**src/hw/mac_cfg_pkg.sv**
```systemverilog
// Package of offsets, field positions and reset values for the MAC configuration block
package mac_cfg_pkg;
  // ****************************************
  // Register indices and APB byte addresses
  // ****************************************
  localparam logic [7:0] IDX_CMD = 8'h00;
  localparam logic [7:0] IDX_TX_CFG = 8'h0D;
  localparam logic [7:0] IDX_DATA_CFG = 8'h0E;
  localparam logic [7:0] IDX_STAT = 8'h10;
  localparam logic [11:0] ADDR_CMD = {2'b00, IDX_CMD, 2'b00};
  localparam logic [11:0] ADDR_TX_CFG = {2'b00, IDX_TX_CFG, 2'b00};
  localparam logic [11:0] ADDR_DATA_CFG = {2'b00, IDX_DATA_CFG, 2'b00};
  localparam logic [11:0] ADDR_STAT = {2'b00, IDX_STAT, 2'b00};

  // ****************************************
  // Field positions
  // ****************************************
  localparam int CMD_PS_LSB = 6;
  localparam int DATA_CFG_WORD_BIT = 0;
  localparam int DATA_CFG_LOOP_SEL_BIT = 3;
  localparam int DATA_CFG_FT_LSB = 5;
  localparam int TX_CFG_CRC_BIT = 0;
  localparam int TX_CFG_LB_LSB = 1;
  localparam int TX_CFG_COFF_BIT = 4;

  // ****************************************
  // Writable bits and values after reset
  // ****************************************
  localparam logic [7:0] DATA_CFG_WMASK = 8'h69;
  localparam logic [7:0] TX_CFG_WMASK = 8'h1F;
  localparam logic [7:0] DATA_CFG_RST = 8'h08;
  localparam logic [7:0] TX_CFG_RST = 8'h00;
  localparam logic [1:0] PAGE_RST = 2'h0;
  localparam logic [1:0] PAGE_CFG = 2'h0;

  // ****************************************
  // Loopback codes, thresholds, backoff
  // ****************************************
  typedef enum logic [1:0] {
    LB_NORMAL = 2'b00,
    LB_INTERNAL = 2'b01,
    LB_RSVD2 = 2'b10,
    LB_RSVD3 = 2'b11
  } lb_mode_t;

  localparam logic [4:0] TX_FIFO_BYTES = 5'h10;
  localparam logic [4:0] RX_THR_B0 = 5'h04;
  localparam logic [4:0] RX_THR_B1 = 5'h08;
  localparam logic [4:0] RX_THR_B2 = 5'h10;
  localparam logic [4:0] RX_THR_B3 = 5'h18;
  localparam logic [3:0] BACKOFF_MAX_EXP = 4'hA;
  localparam logic [4:0] COFF_COLLISIONS = 5'h03;
  localparam logic [3:0] COFF_EXP_ADD = 4'h3;
  localparam logic [4:0] COLL_MAX = 5'h10;
  localparam logic [15:0] LFSR_SEED = 16'hACE1;
endpackage

```
**src/hw/backoff_exp.sv**
```systemverilog
// Backoff exponent for the current collision, with optional collision offset
`timescale 1ns/1ps
`default_nettype none
module backoff_exp
  import mac_cfg_pkg::*;
(
  input wire logic [4:0] coll_num,
  input wire logic offset_en,
  output logic [3:0] exp_out
);
  // ****************************************
  // Exponent selection
  // ****************************************
  logic [3:0] n_clip;
  logic [3:0] n_plus;
  logic use_coff;

  // Collision number clipped to the maximum exponent BACKOFF_MAX_EXP
  assign n_clip = (coll_num > 5'(BACKOFF_MAX_EXP)) ? BACKOFF_MAX_EXP : coll_num[3:0];
  assign n_plus = n_clip + COFF_EXP_ADD;
  assign use_coff = offset_en && (coll_num <= COFF_COLLISIONS);
  // Offset only for the first collisions, then standard
  assign exp_out = !use_coff ? n_clip :
                   (n_plus > BACKOFF_MAX_EXP) ? BACKOFF_MAX_EXP : n_plus;
endmodule // backoff_exp
`default_nettype wire

```
**src/hw/mac_data_tx_config.sv**
```systemverilog
// APB-reached data and transmit configuration registers with their datapath controls
`timescale 1ns/1ps
`default_nettype none
module mac_data_tx_config
  import mac_cfg_pkg::*;
#(
  parameter int ADDR_W = 16
) (
  input wire logic clk,
  input wire logic sys_rst,
  input wire logic psel,
  input wire logic penable,
  input wire logic pwrite,
  input wire logic [11:0] paddr,
  input wire logic [31:0] pwdata,
  output logic pready,
  output logic [31:0] prdata,
  output logic pslverr,
  input wire logic [ADDR_W-1:0] dma_addr_in,
  output logic [ADDR_W-1:0] dma_addr,
  output logic dma_word_mode,
  input wire logic [4:0] rx_fifo_level,
  output logic rx_drain_req,
  input wire logic [4:0] tx_fifo_bytes,
  output logic tx_fill_ok,
  output logic crc_append,
  output logic internal_loopback,
  output logic loopback_output_pin,
  input wire logic tx_start,
  input wire logic collision,
  output logic [9:0] backoff_slots,
  output logic backoff_valid,
  output logic [4:0] collision_count
);
  // ****************************************
  // Register state
  // ****************************************
  logic [1:0] page_r;
  logic [7:0] data_cfg_r;
  logic [7:0] tx_cfg_r;
  logic [31:0] prdata_r;
  logic [ADDR_W-1:0] dma_addr_r;
  logic rx_drain_r;
  logic tx_fill_r;
  logic [4:0] coll_r;
  logic [9:0] slots_r;
  logic bo_valid_r;
  logic [15:0] lfsr_r;

  // ****************************************
  // APB decode
  // ****************************************
  logic setup_ph;
  logic access_ph;
  logic wr_en;
  logic cfg_page;
  logic hit_cmd;
  logic hit_tx_cfg;
  logic hit_data_cfg;
  logic hit_stat;
  logic addr_hit;
  logic cmd_we;
  logic tx_cfg_we;
  logic data_cfg_we;

  // Zero-wait slave; errors only on unmapped words
  assign setup_ph = psel && !penable;
  assign access_ph = psel && penable;
  assign wr_en = access_ph && pwrite;
  assign cfg_page = (page_r == PAGE_CFG);
  assign hit_cmd = (paddr == ADDR_CMD);
  assign hit_tx_cfg = (paddr == ADDR_TX_CFG) && cfg_page;
  assign hit_data_cfg = (paddr == ADDR_DATA_CFG) && cfg_page;
  assign hit_stat = (paddr == ADDR_STAT);
  assign addr_hit = hit_cmd || hit_tx_cfg || hit_data_cfg || hit_stat;
  assign cmd_we = wr_en && hit_cmd;
  // Configuration words exist only on the selected page
  assign tx_cfg_we = wr_en && hit_tx_cfg;
  assign data_cfg_we = wr_en && hit_data_cfg;
  assign pready = 1'b1;
  assign pslverr = access_ph && !addr_hit;

  // ****************************************
  // Field views
  // ****************************************
  logic word_mode;
  logic loop_sel_normal;
  logic [1:0] ft_code;
  lb_mode_t lb_code;
  logic crc_inhibit;
  logic coff_en;
  logic [4:0] rx_thr_bytes;
  logic [4:0] rx_thr_units;
  logic [4:0] tx_thr_bytes;

  assign word_mode = data_cfg_r[DATA_CFG_WORD_BIT];
  assign loop_sel_normal = data_cfg_r[DATA_CFG_LOOP_SEL_BIT];
  assign ft_code = data_cfg_r[DATA_CFG_FT_LSB+:2];
  assign lb_code = lb_mode_t'(tx_cfg_r[TX_CFG_LB_LSB+:2]);
  assign crc_inhibit = tx_cfg_r[TX_CFG_CRC_BIT];
  assign coff_en = tx_cfg_r[TX_CFG_COFF_BIT];

  // Byte threshold equals twice the word threshold, so one table serves both
  assign rx_thr_bytes = (ft_code == 2'b00) ? RX_THR_B0 :
                        (ft_code == 2'b01) ? RX_THR_B1 :
                        (ft_code == 2'b10) ? RX_THR_B2 : RX_THR_B3;
  assign rx_thr_units = word_mode ? {1'b0, rx_thr_bytes[4:1]} : rx_thr_bytes;
  // Code 3 would go negative; clamp to zero so transmit never stalls
  assign tx_thr_bytes = (rx_thr_bytes > TX_FIFO_BYTES) ? 5'h00 :
                        5'(TX_FIFO_BYTES - rx_thr_bytes);

  // ****************************************
  // Mode outputs
  // ****************************************
  // Internal loopback needs both select low and code 01
  assign internal_loopback = !loop_sel_normal && (lb_code == LB_INTERNAL);
  // Reserved codes behave as normal; the pin never rises
  assign loopback_output_pin = 1'b0;
  assign crc_append = !crc_inhibit;
  assign dma_word_mode = word_mode;

  // ****************************************
  // Status word read back
  // ****************************************
  logic [31:0] stat_word;
  logic [31:0] rd_mux;

  assign stat_word = {2'h0, crc_append, slots_r, coll_r, tx_thr_bytes, rx_thr_bytes,
                      internal_loopback, word_mode, page_r};
  // Configuration words are write-only and read as zero
  assign rd_mux = hit_cmd ? {24'h0, page_r, 6'h00} :
                  hit_stat ? stat_word : 32'h0;

  // ****************************************
  // Command page register
  // ****************************************
  always_ff @(posedge clk) begin
    if (sys_rst) begin
      page_r <= PAGE_RST;
    end else if (cmd_we) begin
      page_r <= pwdata[CMD_PS_LSB+:2];
    end
  end

  // ****************************************
  // Configuration registers
  // ****************************************
  // Masks drop reserved bits so they always store as zero; a write still loads every writable bit
  always_ff @(posedge clk) begin
    if (sys_rst) begin
      data_cfg_r <= DATA_CFG_RST;
      tx_cfg_r <= TX_CFG_RST;
    end else begin
      if (data_cfg_we) begin
        data_cfg_r <= pwdata[7:0] & DATA_CFG_WMASK;
      end
      if (tx_cfg_we) begin
        tx_cfg_r <= pwdata[7:0] & TX_CFG_WMASK;
      end
    end
  end

  // ****************************************
  // Read data register
  // ****************************************
  // Loaded in setup so it stands through the access cycle
  always_ff @(posedge clk) begin
    if (sys_rst) begin
      prdata_r <= 32'h0;
    end else if (setup_ph && !pwrite) begin
      prdata_r <= rd_mux;
    end
  end
  assign prdata = prdata_r;

  // ****************************************
  // DMA address and FIFO thresholds
  // ****************************************
  logic [ADDR_W-1:0] word_addr;

  // Word mode: bit 0 forced low, top bit dropped to keep a 32k byte span
  assign word_addr = {1'b0, dma_addr_in[ADDR_W-2:1], 1'b0};
  always_ff @(posedge clk) begin
    if (sys_rst) begin
      dma_addr_r <= '0;
      rx_drain_r <= 1'b0;
      tx_fill_r <= 1'b0;
    end else begin
      dma_addr_r <= word_mode ? word_addr : dma_addr_in;
      rx_drain_r <= (rx_fifo_level >= rx_thr_units);
      tx_fill_r <= (tx_fifo_bytes >= tx_thr_bytes);
    end
  end
  assign dma_addr = dma_addr_r;
  assign rx_drain_req = rx_drain_r;
  assign tx_fill_ok = tx_fill_r;

  // ****************************************
  // Backoff draw
  // ****************************************
  logic [4:0] coll_next;
  logic [3:0] bo_exp;
  logic [9:0] bo_mask;
  logic lfsr_fb;

  assign coll_next = (coll_r == COLL_MAX) ? coll_r : coll_r + 5'h01;
  backoff_exp u_exp (
    .coll_num(coll_next),
    .offset_en(coff_en),
    .exp_out(bo_exp)
  );
  // Mask of 2^exp - 1 limits the random draw to the slot range
  assign bo_mask = 10'((11'h001 << bo_exp) - 11'h001);
  assign lfsr_fb = lfsr_r[15] ^ lfsr_r[13] ^ lfsr_r[12] ^ lfsr_r[10];

  // Free-running generator; new frame restarts the collision count
  always_ff @(posedge clk) begin
    if (sys_rst) begin
      lfsr_r <= LFSR_SEED;
      coll_r <= 5'h00;
      slots_r <= 10'h000;
      bo_valid_r <= 1'b0;
    end else begin
      lfsr_r <= {lfsr_r[14:0], lfsr_fb};
      bo_valid_r <= collision && !tx_start;
      if (tx_start) begin
        coll_r <= 5'h00;
      end else if (collision) begin
        coll_r <= coll_next;
        slots_r <= lfsr_r[9:0] & bo_mask;
      end
    end
  end
  assign backoff_slots = slots_r;
  assign backoff_valid = bo_valid_r;
  assign collision_count = coll_r;
endmodule // mac_data_tx_config
`default_nettype wire

```
**config.mk**
```make
export PLATFORM = sky130hd
export DESIGN_NAME = mac_data_tx_config
export DESIGN_NICKNAME = d
export VERILOG_FILES = /design/src/hw/mac_cfg_pkg.sv /design/src/hw/backoff_exp.sv /design/src/hw/mac_data_tx_config.sv
export SDC_FILE = /design/constraint.sdc
export NUM_CORES = 1
export LEC_CHECK = 0
export BUFFER_PORTS_ARGS = -buffer_cell sky130_fd_sc_hd__buf_2
export CAP_MARGIN = 20
export CORE_MARGIN = 2
export CORE_UTILIZATION = 45
export DETAILED_ROUTE_END_ITERATION = 8
export PLACE_DENSITY = 0.75
export SYNTH_ARGS = -nofsm -noshare
export SYNTH_HDL_FRONTEND = slang
export SYNTH_SLANG_ARGS = --single-unit
```
**constraint.sdc**
```tcl
create_clock -name clk -period 8.1 [get_ports clk]
set_input_delay 0.81 -clock clk [delete_from_list [all_inputs] [get_ports clk]]
set_output_delay 0.81 -clock clk [all_outputs]
set_load 0.02 [all_outputs]
```
### Word level (Yosys, flattened, before mapping)

Cells that the tools add are included.

| storage, ports and cells | value |
|---|---|
| register bits after elaboration | 93 |
| bits of input ports | 77 |
| output and inout bits | 72 |
| logic and storage cells | 74 |

| cells by class | value |
|---|---|
| add/sub/neg operators | 4 |
| order comparisons | 6 |
| equality and inequality tests | 7 |
| shift-type cells | 1 |
| multiplexer cells | 11 |
| bitwise logic cells | 5 |
| reduce and logical (&&, ||, !) cells | 28 |

Operator list:

| kind | count |
|---|---|
| 30-bit two-way mux | 2 |
| 5-bit two-way mux | 5 |
| 12-bit by 6-bit equality test with 1-bit output (second input constant) | 2 |
| 4-bit two-way mux | 4 |
| 1-bit logical AND | 13 |
| 12-bit by 7-bit equality test with 1-bit output (second input constant) | 1 |
| 12-bit zero test | 1 |
| 10-bit AND | 1 |
| 5-bit greater-or-equal comparator | 2 |
| 1-bit by 4-bit left shift with 10-bit output (first input constant) | 1 |
| 10-bit by 1-bit subtractor with 10-bit output (second input constant) | 1 |
| 1-bit zero test | 6 |
| 5-bit by 1-bit adder with 5-bit output (second input constant) | 1 |
| 5-bit equality test (second input constant) | 1 |
| 5-bit by 4-bit > comparator with 1-bit output (second input constant) | 1 |
| 5-bit > comparator (second input constant) | 1 |
| 5-bit by 2-bit <= comparator with 1-bit output (second input constant) | 1 |
| 5-bit subtractor (first input constant) | 1 |
| 4-bit by 2-bit adder with 4-bit output (second input constant) | 1 |
| 2-bit by 1-bit equality test with 1-bit output (second input constant) | 2 |
| 4-bit > comparator (second input constant) | 1 |
| 2-bit zero test | 2 |
| 2-bit OR reduction | 2 |
| 1-bit logical OR | 3 |
| 4 further kinds | 6 |

### Logic depth before layout (Yosys ltp)

Gate-level depths: netlist of the first run.

| depth | value |
|---|---|
| depth after elaboration | 11 |
| gate-level depth with buffers | 17 |
| mapped depth without buffers | 15 |

### By module

Synthesis of the first run repeated with hierarchy kept, for this count alone.

| second synthesis, totals | value |
|---|---|
| cells, all modules | 377 |
| area total of the unflattened synthesis | 3569.7 um^2 |

By module, submodules not included:

| module | instances | cells each | area each (um^2) | sequential area each (um^2) |
|---|---|---|---|---|
| mac_data_tx_config | 1 | 357 | 3445.8 | 1721.7 |
| backoff_exp | 1 | 20 | 123.9 | 0.0 |

### Worst setup path after synthesis of the first run

OpenSTA, ideal clock, no wires.

| timing | value |
|---|---|
| kind | register to register |
| start | register coll_r[0] (netlist: collision_count[0]) |
| end | register slots_r[4] (netlist: backoff_slots[4]) |
| setup time | 122 ps |
| data arrival time | 3502 ps |
| required time | 7978 ps |
| path slack | 4476 ps |
| cell stages (with the launch flop) | 16 |
| buffers on the path | 2 |
| clock period less this slack | 3624 ps |
| cells stage by stage | dfxtp_1 > buf_6 > inv_1 > ha_1 > inv_1 > o32ai_1 > a211o_1 > buf_6 > ha_1 > nor3b_1 > nor2_1 > or4_1 > ha_1 > o311ai_1 > o21ba_1 > a221o_1 |

| on the way | value |
|---|---|
| longest elaborated chain between the ends | 11 |
| elaborated cells on any way between the ends | 14 |
| classes of those cells | add/sub (3); order compare (3); eq/ne (1); shift (1); mux (4); bitwise (1); reduce/logical (1) |

Ends and longest elaborated chain:

| element | RTL line | source |
|---|---|---|
| start, declared | mac_data_tx_config.sv:45 | `logic [4:0] coll_r;` |
| start signal, assigned | mac_data_tx_config.sv:229 | `coll_r <= coll_next;` |
| 5-bit by 1-bit adder with 5-bit output / 5-bit equality test (equally long branches) | mac_data_tx_config.sv:206 | `assign coll_next = (coll_r == COLL_MAX) ? coll_r : coll_r + 5'h01;` |
| 5-bit two-way mux (*) | mac_data_tx_config.sv:206 |  |
| net coll_next[1] | mac_data_tx_config.sv:201 | `logic [4:0] coll_next;` |
| 5-bit by 4-bit > comparator with 1-bit output | backoff_exp.sv:19 | `assign n_clip = (coll_num > 5'(BACKOFF_MAX_EXP)) ? BACKOFF_MAX_EXP : coll_num[3:0];` |
| 4-bit two-way mux | backoff_exp.sv:19 |  |
| 4-bit by 2-bit adder with 4-bit output | backoff_exp.sv:20 | `assign n_plus = n_clip + COFF_EXP_ADD;` |
| 4-bit > comparator | backoff_exp.sv:24 | `(n_plus > BACKOFF_MAX_EXP) ? BACKOFF_MAX_EXP : n_plus;` |
| 4-bit two-way mux | backoff_exp.sv:24 |  |
| 4-bit two-way mux (*) | backoff_exp.sv:23 | `assign exp_out = !use_coff ? n_clip :` |
| 1-bit by 4-bit left shift with 10-bit output (*) | mac_data_tx_config.sv:213 | `assign bo_mask = 10'((11'h001 << bo_exp) - 11'h001);` |
| 10-bit by 1-bit subtractor with 10-bit output (*) | mac_data_tx_config.sv:213 |  |
| 10-bit AND (*) | mac_data_tx_config.sv:230 | `slots_r <= lfsr_r[9:0] & bo_mask;` |
| end signal, assigned | mac_data_tx_config.sv:230 |  |
| end, declared | mac_data_tx_config.sv:46 | `logic [9:0] slots_r;` |

Mark *: on every way through the listed nets, which the timed path passes. The rest lies on a longest branch.
A chain may end at the register's enable or synchronous reset.

### Worst setup path in the final report of the first run

| timing | value |
|---|---|
| start | register coll_r[0] (netlist: collision_count[0]) |
| end | register slots_r[6] (netlist: backoff_slots[6]) |

| on the way | value |
|---|---|
| longest elaborated chain between the ends | 11 |
| elaborated cells on any way between the ends | 14 |
| classes of those cells | add/sub (3); order compare (3); eq/ne (1); shift (1); mux (4); bitwise (1); reduce/logical (1) |

Ends and longest elaborated chain:

| element | RTL line |
|---|---|
| 5-bit by 1-bit adder with 5-bit output / 5-bit equality test (equally long branches) | mac_data_tx_config.sv:206 |
| 5-bit two-way mux (*) | mac_data_tx_config.sv:206 |
| 5-bit by 4-bit > comparator with 1-bit output | backoff_exp.sv:19 |
| 4-bit two-way mux | backoff_exp.sv:19 |
| 4-bit by 2-bit adder with 4-bit output | backoff_exp.sv:20 |
| 4-bit > comparator | backoff_exp.sv:24 |
| 4-bit two-way mux | backoff_exp.sv:24 |
| 4-bit two-way mux (*) | backoff_exp.sv:23 |
| 1-bit by 4-bit left shift with 10-bit output (*) | mac_data_tx_config.sv:213 |
| 10-bit by 1-bit subtractor with 10-bit output (*) | mac_data_tx_config.sv:213 |
| 10-bit AND (*) | mac_data_tx_config.sv:230 |

Every way passes the cells marked *; elsewhere a longest branch is shown, timed or not.

==> summary.txt, run 1 <==
Min path
  • Worst min path class: reg2reg

Floorplanning
  • Die area: 9030 um^2
  • Row count: 33
  • Die Ht: 95.0 um
  • Core area: 8130 um^2
  • Chip width: 95.0 um
  • I/O Pins: 149
  • Starting Density: 45.8%

Power and ir drop
  • Combinational share of power: 9.6%
  • Worst ir drop on vdd: 0.0739 mV
  • Sw frac: 26.6%
  • Clk network pwr share: 34.6%
  • Int Pwr: 580 uW
  • Switch Pwr: 210 uW
  • Total power: 789 uW
  • Sequential Power Share: 55.8%
  • Pleak: 1.98 nW
  • P per Cell Area: 176 nW/um^2

Yosys
  • Synth top cells by count: dfxtp_1 (86), nor2_1 (48), nor2b_1 (26)
  • Post-synthesis sequential area ratio: 46.2%
  • Synthesized instance count: 393
  • Register bit total from synthesis: 86
  • Unique masters post-synth: 62
  • Top post-synthesis cells by area: dfxtp_1 (46%), nor2_1 (4.8%), a22oi_1 (4.6%)
  • Post-synth top area share: 46.2%
  • Avg Cell Area, Syn: 9.48 um^2
  • Yosys warns: 0
  • Number of synthesized flops with an enable pin: 0
  • Cell taking the most area after synthesis: dfxtp_1
  • Netlist Area Pre-Place: 3730 um^2
  • Asr flop ratio synth: 0%
  • Ys flop type: dfxtp_1
  • Most frequent cell after synthesis: dfxtp_1

Routing
  • 1st-iter DRT viols: 115
  • Antenna Nets Post-Route: 0
  • WL final: 8040 um
  • DRC: 0
  • Drt via density: 5.15
  • Vias: 3128
  • First-pass detailed-route iteration total: 4
  • Drt wl/cell: 13.2 um

Global routing
  • GRT Util Overall: 18.3%
  • Global route hottest layer: met2
  • First-pass GRT wire length: 12900 um
  • GR Overflow Total: 0
  • GR Util met2: 30.5%
  • M3 GR Usage: 4.35%
  • Initial antenna violation count: 0
  • M1 GR Usage: 21.9%
  • Largest net degree at the start of global routing: 55
  • Number of global-route vias before repair: 2847

STA
  • Pins Over Slew Limit: 0
  • Tcrit/Tclk final: 50.8%
  • Final Hold Fails: 0
  • Min Clock Period, post-route: 4.12 ns
  • RSZ-0062 raised after global routing: false
  • Peak Freq: 243 MHz
  • Sum Neg Setup Slack: 0 ns
  • Relative slew slack: 37.4%
  • Setup violators final: 0
  • Worst Clk Skew: 0.00764 ns
  • Worst-Margin Slew: 0.939 ns

Cells and area
  • Core Util, Final: 55.1%
  • Antenna fix cells: 0
  • Fraction of layout cells with a size suffix above 1: 31.3%
  • Layout Nets: 587
  • P&R area growth vs syn: 20.3%

Critical path
  • Worst Path Class, Setup: reg2reg
  • CP endpoint kind: flip-flop
  • Worst path arrival time: 4.42 ns
  • Crit path max fanout: 12
  • CP Launch Type: flip-flop
  • Most used cell, CP: ha_1
  • CP Cell Sequence: ha_1 -> and2_1 -> o32ai_1 -> a211o_1 -> ha_1 -> nor3b_1 -> nor2_1 -> or4_1 -> ha_1 -> nor3_1 -> nand2_1 -> nor3_1 -> a221o_1
  • Worst EP required: 8.40 ns
  • Crit-path max cell delay: 0.58 ns
  • Crit-path slowest cell: dfxtp_1

CTS
  • Post_cts resized: 0
  • Htree depth: 3
  • Clock latency at the later pin of the worst-skew pair: 0.36 ns
  • CTS tree: built
  • Cts-stage hold buffer count: 0
  • Clock buffer count from CTS: 9
  • Clock-pin slew on the worst setup and hold paths: 0.09 ns
  • Root Driver: clkbuf_8
  • Worst-case clock buffer depth: 2
  • Post-CTS setup buffer count: 0
  • Sink Count: 86

Placed design
  • Input/output buffers: 116
  • Final GP Congestion: 0.840
  • Post-detail-place hpwl: 5900 um

Run status
  • Status: completed

Flow run
  • Maxcap violations: 0
-- cell families after synthesis --
| group | count (synthesis) | share of synthesized area, % |
|---|---|---|
| AND/OR/NAND/NOR | 156 | 23.0 |
| buffers and inverters | 42 | 5.57 |
| AO/OA/AOI/OAI | 68 | 13.9 |
| multiplexers | 15 | 4.13 |
| XOR/XNOR | 11 | 2.58 |
| adder cells (fa/ha/maj) | 13 | 4.36 |
| flip-flops | 86 | 46.2 |
| other | 2 | 0.201 |
-- critical path: cells and delay by family, from the launching register on --
kind	cells	cell delay (ns)
simple gates	7	1.73
fa+ha+maj	3	1.06
compound gates	3	0.69
flops	1	0.58
-- layout make-up --
cell class / instances / area [um^2]
timing repair buffer: 117 / 588
tap: 105 / 131
clock buffer: 9 / 124
fill: 747 / 3650
multi-input combinational: 272 / 1820
clock inverter: 7 / 53.8
sequential: 86 / 1720
inverter: 11 / 41.3
-- layer usage --
metal,wire (um),share of wire (%),up-vias
met4,153,1.9,0
li1,-,-,1550
met1,3480,43,1435
met3,595,7.4,12
met2,3820,47,131
met5,0,0,-
-- power groups by stage --
stage          clock (mW)  combinational [mW]  sequential (mW)
2_1_floorplan           0              0.0448            0.457
3_3_place_gp            0              0.0745            0.450
3_5_place_dp            0              0.0759            0.450
4_1_cts             0.283              0.0763            0.441
5_1_grt             0.301              0.0845            0.442
6_report            0.273              0.0759            0.440
-- metrics by stage --
stage | area (um^2) | hold WS [ns] | instances | setup slack, ns
after detailed placement | 4310 | 0.408 | 591 | 4.10
after floorplan | 3750 | 0.389 | 400 | 4.48
after CTS | 4480 | 0.432 | 607 | 4.06
after global routing | 4480 | 0.448 | 607 | 3.69
after global placement | 4310 | 0.399 | 591 | 4.17
final | 4480 | 0.428 | 607 | 3.98
-- placed cells by master (no fill, tap or decap), drive strengths merged, types with 2 or more instances in the layout --
cell	instances
nand3	8
a21oi	16
a211o	2
nand3b	2
mux2	3
a21o	3
a22oi	23
nor4	2
a221o	2
ha	13
o2111ai	2
a211oi	2
xor2	6
inv	14
clkbuf	9
buf	117
nor3b	9
nand2b	5
o21ba	2
nor2	48
or2	8
o21ai	3
clkinvlp	3
dfxtp	86
nor2b	26
mux2i	12
and2	3
or4	2
nor3	13
nand4	3
xnor2	5
and3	2
nand2	20
or3	2
conb	9
-- state kept, by name, summed over array words and instances (netlist names) --
name             count
backoff_valid        1
tx_fill_ok           1
tx_cfg_r             4
backoff_slots       10
page_r               2
lfsr_r              16
dma_addr            16
data_cfg_r           4
prdata              26
collision_count      5
rx_drain_req         1
-- worst paths after layout --
path                                                       from                             to  slack [ns]  depth (start not counted)
worst min-delay path                      lfsr_r[14]$_SDFF_PP0_          lfsr_r[15]$_SDFF_PP1_        0.43                          1
worst max register to register  collision_count[0]$_SDFFE_PP0P_  backoff_slots[6]$_SDFFE_PP0P_        3.98                         13
worst min register to register            lfsr_r[14]$_SDFF_PP0_          lfsr_r[15]$_SDFF_PP1_        0.43                          1
worst max-delay path            collision_count[0]$_SDFFE_PP0P_  backoff_slots[6]$_SDFFE_PP0P_        3.98                         13
Power figures use the tool's default switching activity.
==> run 2, diff against run 1 <==
--- a/config.mk
+++ b/config.mk
@@ -8,9 +8,9 @@
 export BUFFER_PORTS_ARGS = -buffer_cell sky130_fd_sc_hd__buf_2
 export CAP_MARGIN = 20
 export CORE_MARGIN = 2
-export CORE_UTILIZATION = 45
+export CORE_UTILIZATION = 44
 export DETAILED_ROUTE_END_ITERATION = 8
-export PLACE_DENSITY = 0.75
+export PLACE_DENSITY = 0.77
 export SYNTH_ARGS = -nofsm -noshare
 export SYNTH_HDL_FRONTEND = slang
 export SYNTH_SLANG_ARGS = --single-unit
==> constraint.sdc (replaced) <==
create_clock -name clk -period 3.45 [get_ports clk]
set_input_delay 0.345 -clock clk [delete_from_list [all_inputs] [get_ports clk]]
set_output_delay 0.345 -clock clk [all_outputs]
set_load 0.02 [all_outputs]
==> run 2 against run 1 <==
Clock skew rose by 0.0012 ns. Sequential share of layout area shrank 0.78 points. Global-route usage decreased by 0.27 points. Utilization up 0.74 points. Clock-buffer cell count stayed put. First-iteration DRC count unchanged. Maximum frequency increased by 25%. Register-to-register slack worse by 3.8 ns. Via count rose by 1.6%. Non-clock buffer count grew 7. Largest cell class unchanged. Largest power group unchanged.
==> summary.txt, run 2 (synthesized netlist as in run 1, its figures left out) <==
Routing
  • Antenna Nets Post-Route: 0 (unchanged)
  • DRC: 0 (unchanged)
  • 1st-iter DRT viols: 115 (unchanged)
  • Vias: 3179 (+1.6%)
  • WL final: 8300 um (+3.3%)
  • Drt wl/cell: 13.5 um (+2.2%)
  • Drt via density: 5.19 (+0.64%)
  • First-pass detailed-route iteration total: 4 (unchanged)

STA
  • Relative slew slack: 38.0% (+0.54 points)
  • Worst Clk Skew: 0.00886 ns (+0.00122 ns)
  • Peak Freq: 305 MHz (+25%)
  • Final Hold Fails: 0 (unchanged)
  • Setup violators final: 0 (unchanged)
  • Pins Over Slew Limit: 0 (unchanged)
  • Tcrit/Tclk final: 95.1% (+44 points)
  • Sum Neg Setup Slack: 0 ns (unchanged)
  • RSZ-0062 raised after global routing: false
  • Worst-Margin Slew: 0.931 ns (-0.00813 ns)
  • Min Clock Period, post-route: 3.28 ns (-0.836 ns)
  • Fin worst setup slack: 0.168 ns (-3.81 ns)

CTS
  • Htree depth: 3 (unchanged)
  • Clock-pin slew on the worst setup and hold paths: 0.08 ns (about the same)
  • Clock buffer count from CTS: 9 (unchanged)
  • Sink Count: 86 (unchanged)
  • Worst-case clock buffer depth: 2 (unchanged)
  • Clock latency at the later pin of the worst-skew pair: 0.35 ns (about the same)
  • Post-CTS setup buffer count: 0 (unchanged)
  • Root Driver: clkbuf_8
  • CTS tree: built

Floorplanning
  • Die area: 9220 um^2 (+2.2%)
  • Row count: 33 (unchanged)
  • Starting Density: 45.4% (-0.46 points)
  • I/O Pins: 149 (unchanged)
  • Core area: 8220 um^2 (+1.0%)
  • Die Ht: 96.0 um (+1.1%)
  • Chip width: 96.0 um (+1.1%)

Cells and area
  • Fin cells: 613 (+0.99%)
  • Multi-input logic area: 1860 um^2 (+1.8%)
  • Antenna fix cells: 0 (unchanged)
  • FF+latch area: 1730 um^2 (+0.29%)
  • Commonest non-fill, non-tap cell in the layout: buf_2
  • Most frequent cells in the layout: buf_2 (116), dfxtp_1 (84), nor2_1 (48), nor2b_1 (26), a22oi_1 (23)
  • P&R area growth vs syn: 23.2%
  • Fillers: 734 (-1.7%)
  • Fraction of layout cells with a size suffix above 1: 33.9% (+2.6 points)
  • Layout Nets: 594 (+1.2%)
  • Largest register FFs: 26 (unchanged)
  • Core Util, Final: 55.9% (+0.74 points)

Critical path
  • Critical path's top delay family: simple AND/OR/NAND/NOR gates
  • Crit-path slowest cell: or4_1
  • CP bufs+invs: 1 (+1)
  • CP endpoint kind: flip-flop
  • Worst path arrival time: 3.52 ns (-0.90 ns)
  • Worst EP required: 3.69 ns (-4.71 ns)
  • CP Cell Sequence: inv_1 -> ha_2 -> and4bb_4 -> o32ai_1 -> a211o_1 -> ha_4 -> nor3b_2 -> nor2_1 -> or4_1 -> ha_2 -> o311ai_1 -> o21ba_1 -> a221o_1
  • Crit-path max cell delay: 0.48 ns (-0.10 ns)
  • Worst Path Class, Setup: reg2reg
  • CP Launch Type: flip-flop
  • Most used cell, CP: ha_2
  • Crit path max fanout: 9 (-3)

Global routing
  • Number of global-route vias before repair: 2967 (+4.2%)
  • Largest net degree at the start of global routing: 47 (-15%)
  • GR Overflow Total: 0 (unchanged)
  • GRT Util Overall: 18.1% (-0.27 points)
  • First-pass GRT wire length: 13100 um (+1.4%)
  • Initial antenna violation count: 0 (unchanged)

Placed design
  • DP Worst Slack: 0.0471 ns (-4.05 ns)
  • Post-detail-place hpwl: 6040 um (+2.4%)
  • Input/output buffers: 116 (unchanged)
  • Placed cells: 598 (+1.2%)
  • Final GP Congestion: 0.854 (+1.6%)

Power and ir drop
  • P per Cell Area: 419 nW/um^2 (+140%)
  • Worst ir drop on vdd: 0.191 mV (+160%)
  • Pleak: 2.02 nW (+2.3%)
  • Total power: 1.92 mW (+140%)

Run status
  • Status: completed

Flow run
  • Maxcap violations: 0 (unchanged)

Min path
  • Worst min path class: in2reg
## run 2: cell count changes in the layout (fill, tap and decap cells not counted), moves of 2 or more
| cell | delta |
|---|---|
| ha_2 | +3 |
| dfxtp_1 | -2 |
| ha_1 | -4 |
| buf_4 | +7 |
## run 2: timing repair
| item | CTS | global route |
|---|---|---|
| resized for setup | 0 | 6 |
| hold buffers | 0 | 0 |
| setup endpoints to repair | 0 | 4 |
## run 2: path summary, 6_finish.rpt
| check | from | endpoint | slack, ns | cells past startpoint |
|---|---|---|---|---|
| setup / recovery | collision_count[1]$_SDFFE_PP0P_ | backoff_slots[4]$_SDFFE_PP0P_ | 0.17 | 13 |
| hold / removal | dma_addr_in[6] | dma_addr[6]$_SDFF_PP0_ | 0.19 | 2 |
| setup reg to reg | collision_count[1]$_SDFFE_PP0P_ | backoff_slots[4]$_SDFFE_PP0P_ | 0.17 | 13 |
| hold reg to reg | lfsr_r[14]$_SDFF_PP0_ | lfsr_r[15]$_SDFF_PP1_ | 0.43 | 1 |
## run 2: per-layer routing
layer	global-route usage [%]	wire length (um)	up-vias	part of all wire, %
met5	0	0	-	0
met4	4.88	45	0	0.54
li1	-	-	1560	-
met3	5.01	635	4	7.6
met1	21.5	3670	1493	44
met2	31.8	3950	122	48
## run 2: power by group
| group | switching [mW] | internal, mW |
|---|---|---|
| Combinational | 0.109 | 0.0781 |
| Sequential | 0.0133 | 1.02 |
| Clock | 0.366 | 0.335 |
| Total | 0.488 | 1.43 |
## run 2: area by class of cell
type	count	share of cell area [%]
Multi-Input combinational cell	272	40.4
Sequential cell	86	37.6
Timing Repair Buffer	124	14.0
Tap cell	105	2.86
Clock buffer	9	2.70
Clock inverter	6	1.53
Inverter	11	0.899
## run 2: through the flow
| stage | cell area (um^2) | hold WS [ns] |
|---|---|---|
| after CTS | 4570 | 0.182 |
| after global placement | 4380 | 0.399 |
| final | 4590 | 0.193 |
| after global routing | 4590 | 0.183 |
| after detailed placement | 4380 | 0.407 |
| after floorplan | 3770 | 0.389 |
==> run 3, diff against run 2 <==
--- a/config.mk
+++ b/config.mk
@@ -10,6 +10,7 @@
 export CORE_MARGIN = 2
 export CORE_UTILIZATION = 44
 export DETAILED_ROUTE_END_ITERATION = 8
+export GPL_TIMING_DRIVEN = 0
 export PLACE_DENSITY = 0.77
 export SYNTH_ARGS = -nofsm -noshare
 export SYNTH_HDL_FRONTEND = slang
==> run 3 against run 2 <==
Maximum frequency shrank 2.4%. Non-clock buffer count grew 29. Clock power grew 3%. Largest cell class unchanged. Wire length grew 6.1%. Register-to-register slack lost 0.08 ns. Utilization grew 2.8 points.
==> summary.txt, run 3 (synthesized netlist as in run 1, its figures left out) <==
Cells and area
  • Most frequent cells in the layout: buf_2 (119), dfxtp_1 (84), nor2_1 (47), nor2b_1 (26), a22oi_1 (23)
  • Largest register FFs: 26 (unchanged)
  • Final Cell Area: 4820 um^2 (+5.0%)
  • Layout Nets: 623 (+4.9%)
  • Fin cells: 643 (+4.9%)
  • P&R area growth vs syn: 29.3%
  • Fraction of layout cells with a size suffix above 1: 35.3% (+1.5 points)
  • Commonest non-fill, non-tap cell in the layout: buf_2
  • Antenna fix cells: 0 (unchanged)
  • Multi-input logic area: 1920 um^2 (+3.2%)
  • Fillers: 751 (+2.3%)
  • FF+latch area: 1730 um^2 (+0.14%)

Floorplanning
  • Core area: 8220 um^2 (unchanged)
  • Die area: 9220 um^2 (unchanged)
  • Row count: 33 (unchanged)
  • I/O Pins: 149 (unchanged)
  • Die Ht: 96.0 um (unchanged)
  • Starting Density: 45.4% (unchanged)
  • Chip width: 96.0 um (unchanged)

Power and ir drop
  • P per Cell Area: 408 nW/um^2 (-2.6%)
  • Worst ir drop on vdd: 0.203 mV (+6.5%)
  • Total power: 1.97 mW (+2.3%)
  • Pleak: 2.13 nW (+5.3%)

Global routing
  • Largest net degree at the start of global routing: 17 (-64%)
  • GR Overflow Total: 0 (unchanged)
  • Initial antenna violation count: 0 (unchanged)
  • First-pass GRT wire length: 13500 um (+2.6%)
  • Number of global-route vias before repair: 3054 (+2.9%)
  • GRT Util Overall: 18.8% (+0.74 points)

CTS
  • Clock latency at the later pin of the worst-skew pair: 0.36 ns (about the same)
  • Htree depth: 3 (unchanged)
  • Worst-case clock buffer depth: 2 (unchanged)
  • Root Driver: clkbuf_8
  • Clock-pin slew on the worst setup and hold paths: 0.09 ns (about the same)
  • Sink Count: 86 (unchanged)
  • Cts-stage hold buffer count: 0 (unchanged)
  • CTS tree: built
  • Clock buffer count from CTS: 9 (unchanged)

Placed design
  • Post-detail-place hpwl: 6700 um (+11%)
  • Input/output buffers: 115 (-0.86%)
  • Placed Area: 4480 um^2 (+2.3%)
  • Placed cells: 620 (+3.7%)
  • Final GP Congestion: 0.854 (about the same)

Critical path
  • Worst reg-to-reg path cell count: 15 (+2)
  • CP Launch Type: flip-flop
  • CP endpoint kind: flip-flop
  • CP startpoint: collision_count[0]$_SDFFE_PP0P_
  • Worst R2R End: backoff_slots[4]$_SDFFE_PP0P_
  • R2r setup slk: 0.09 ns (-0.08 ns)
  • Launch point of the worst reg-to-reg path: collision_count[0]$_SDFFE_PP0P_
  • Crit path max fanout: 9 (unchanged)
  • Worst path arrival time: 3.60 ns (+0.08 ns)
  • CP endpoint: backoff_slots[4]$_SDFFE_PP0P_
  • Worst EP required: 3.69 ns (about the same)
  • Worst Path Class, Setup: reg2reg

Routing
  • DRC: 0 (unchanged)
  • 1st-iter DRT viols: 156 (+36%)
  • First-pass detailed-route iteration total: 4 (unchanged)
  • Drt wl/cell: 13.7 um (+1.2%)
  • WL final: 8810 um (+6.1%)
  • Drt via density: 5.05 (-2.5%)
  • Vias: 3250 (+2.2%)
  • Antenna Nets Post-Route: 0 (unchanged)

STA
  • Relative slew slack: 60.5% (+23 points)
  • Sum Neg Setup Slack: 0 ns (unchanged)
  • Min Clock Period, post-route: 3.36 ns (+0.0796 ns)
  • Worst Clk Skew: 0.00844 ns (-0.000415 ns)
  • Tcrit/Tclk final: 97.4% (+2.3 points)
  • Peak Freq: 297 MHz (-2.4%)
  • Final Hold Fails: 0 (unchanged)
  • Pins Over Slew Limit: 0 (unchanged)
  • Worst-Margin Slew: 0.593 ns (-0.338 ns)
  • Setup violators final: 0 (unchanged)

Flow run
  • Maxcap violations: 0 (unchanged)

Min path
  • Worst min path class: in2reg

Run status
  • Status: completed
==> run 3: power by group <==
part           total, mW  internal, mW  leakage, nW  switching, mW
sequential          1.03          1.02        0.704         0.0135
combinational      0.210        0.0929         1.33          0.117
clock              0.722         0.345        0.102          0.378
total               1.97          1.46         2.13          0.508
==> run 3: worst min path at each step <==
stage	startpoint	end	slack (ns)	cells past startpoint
finish	dma_addr_in[6]	dma_addr[6]$_SDFF_PP0_	0.19	2
global placement	lfsr_r[14]$_SDFF_PP0_	lfsr_r[15]$_SDFF_PP1_	0.39	1
CTS	dma_addr_in[6]	dma_addr[6]$_SDFF_PP0_	0.18	2
detailed placement	lfsr_r[14]$_SDFF_PP0_	lfsr_r[15]$_SDFF_PP1_	0.41	1
floorplan	lfsr_r[14]$_SDFF_PP0_	lfsr_r[15]$_SDFF_PP1_	0.39	1
global route	dma_addr_in[8]	dma_addr[8]$_SDFF_PP0_	0.18	2
==> run 3: final cells by class <==
| class | instances | share of cell area, % |
|---|---|---|
| Sequential cell | 86 | 35.9 |
| Clock inverter | 7 | 1.66 |
| Multi-Input combinational cell | 272 | 39.8 |
| Inverter | 11 | 0.909 |
| Timing Repair Buffer | 122 | 13.0 |
| Tap cell | 105 | 2.73 |
| Clock buffer | 9 | 2.57 |
| Buffer | 31 | 3.45 |
==> run 3: stage by stage <==
| step | utilization (%) | hold slack, ns | worst slack (ns) |
|---|---|---|---|
| after floorplan | - | 0.389 | 0.0843 |
| after global placement | 54.5 | 0.395 | -0.171 |
| after detailed placement | 54.5 | 0.406 | -0.184 |
| after CTS | 57.5 | 0.175 | 0.0396 |
| after global routing | 58.7 | 0.184 | -0.0270 |
| final | 58.7 | 0.194 | 0.0885 |
==> run 3: repair_timing <==
action / 4_1_cts / 5_1_grt
endpoints found under the setup margin: 4 / 4
pin swaps: 2 / 1
resized for setup: 5 / 13
buffers inserted: 3 / 4
==> run 3: critical path, stage by stage, from the launching register on <==
cell	delay, ns
dfxtp_4	0.36
buf_6	0.14
inv_4	0.06
ha_4	0.12
and4bb_4	0.23
o32ai_1	0.09
a211o_1	0.32
buf_6	0.14
ha_4	0.26
nor3b_4	0.25
nor2_4	0.07
or4_4	0.45
ha_4	0.20
o311ai_2	0.07
o21ba_1	0.19
a221o_1	0.29
==> run 3: metal layers <==
| metal | global-route usage [%] | part of all wire [%] |
|---|---|---|
| met1 | 22.0 | 44 |
| met2 | 33.5 | 47 |
| met3 | 3.92 | 7.3 |
| met4 | 7.14 | 1.3 |
| met5 | 0 | 0 |
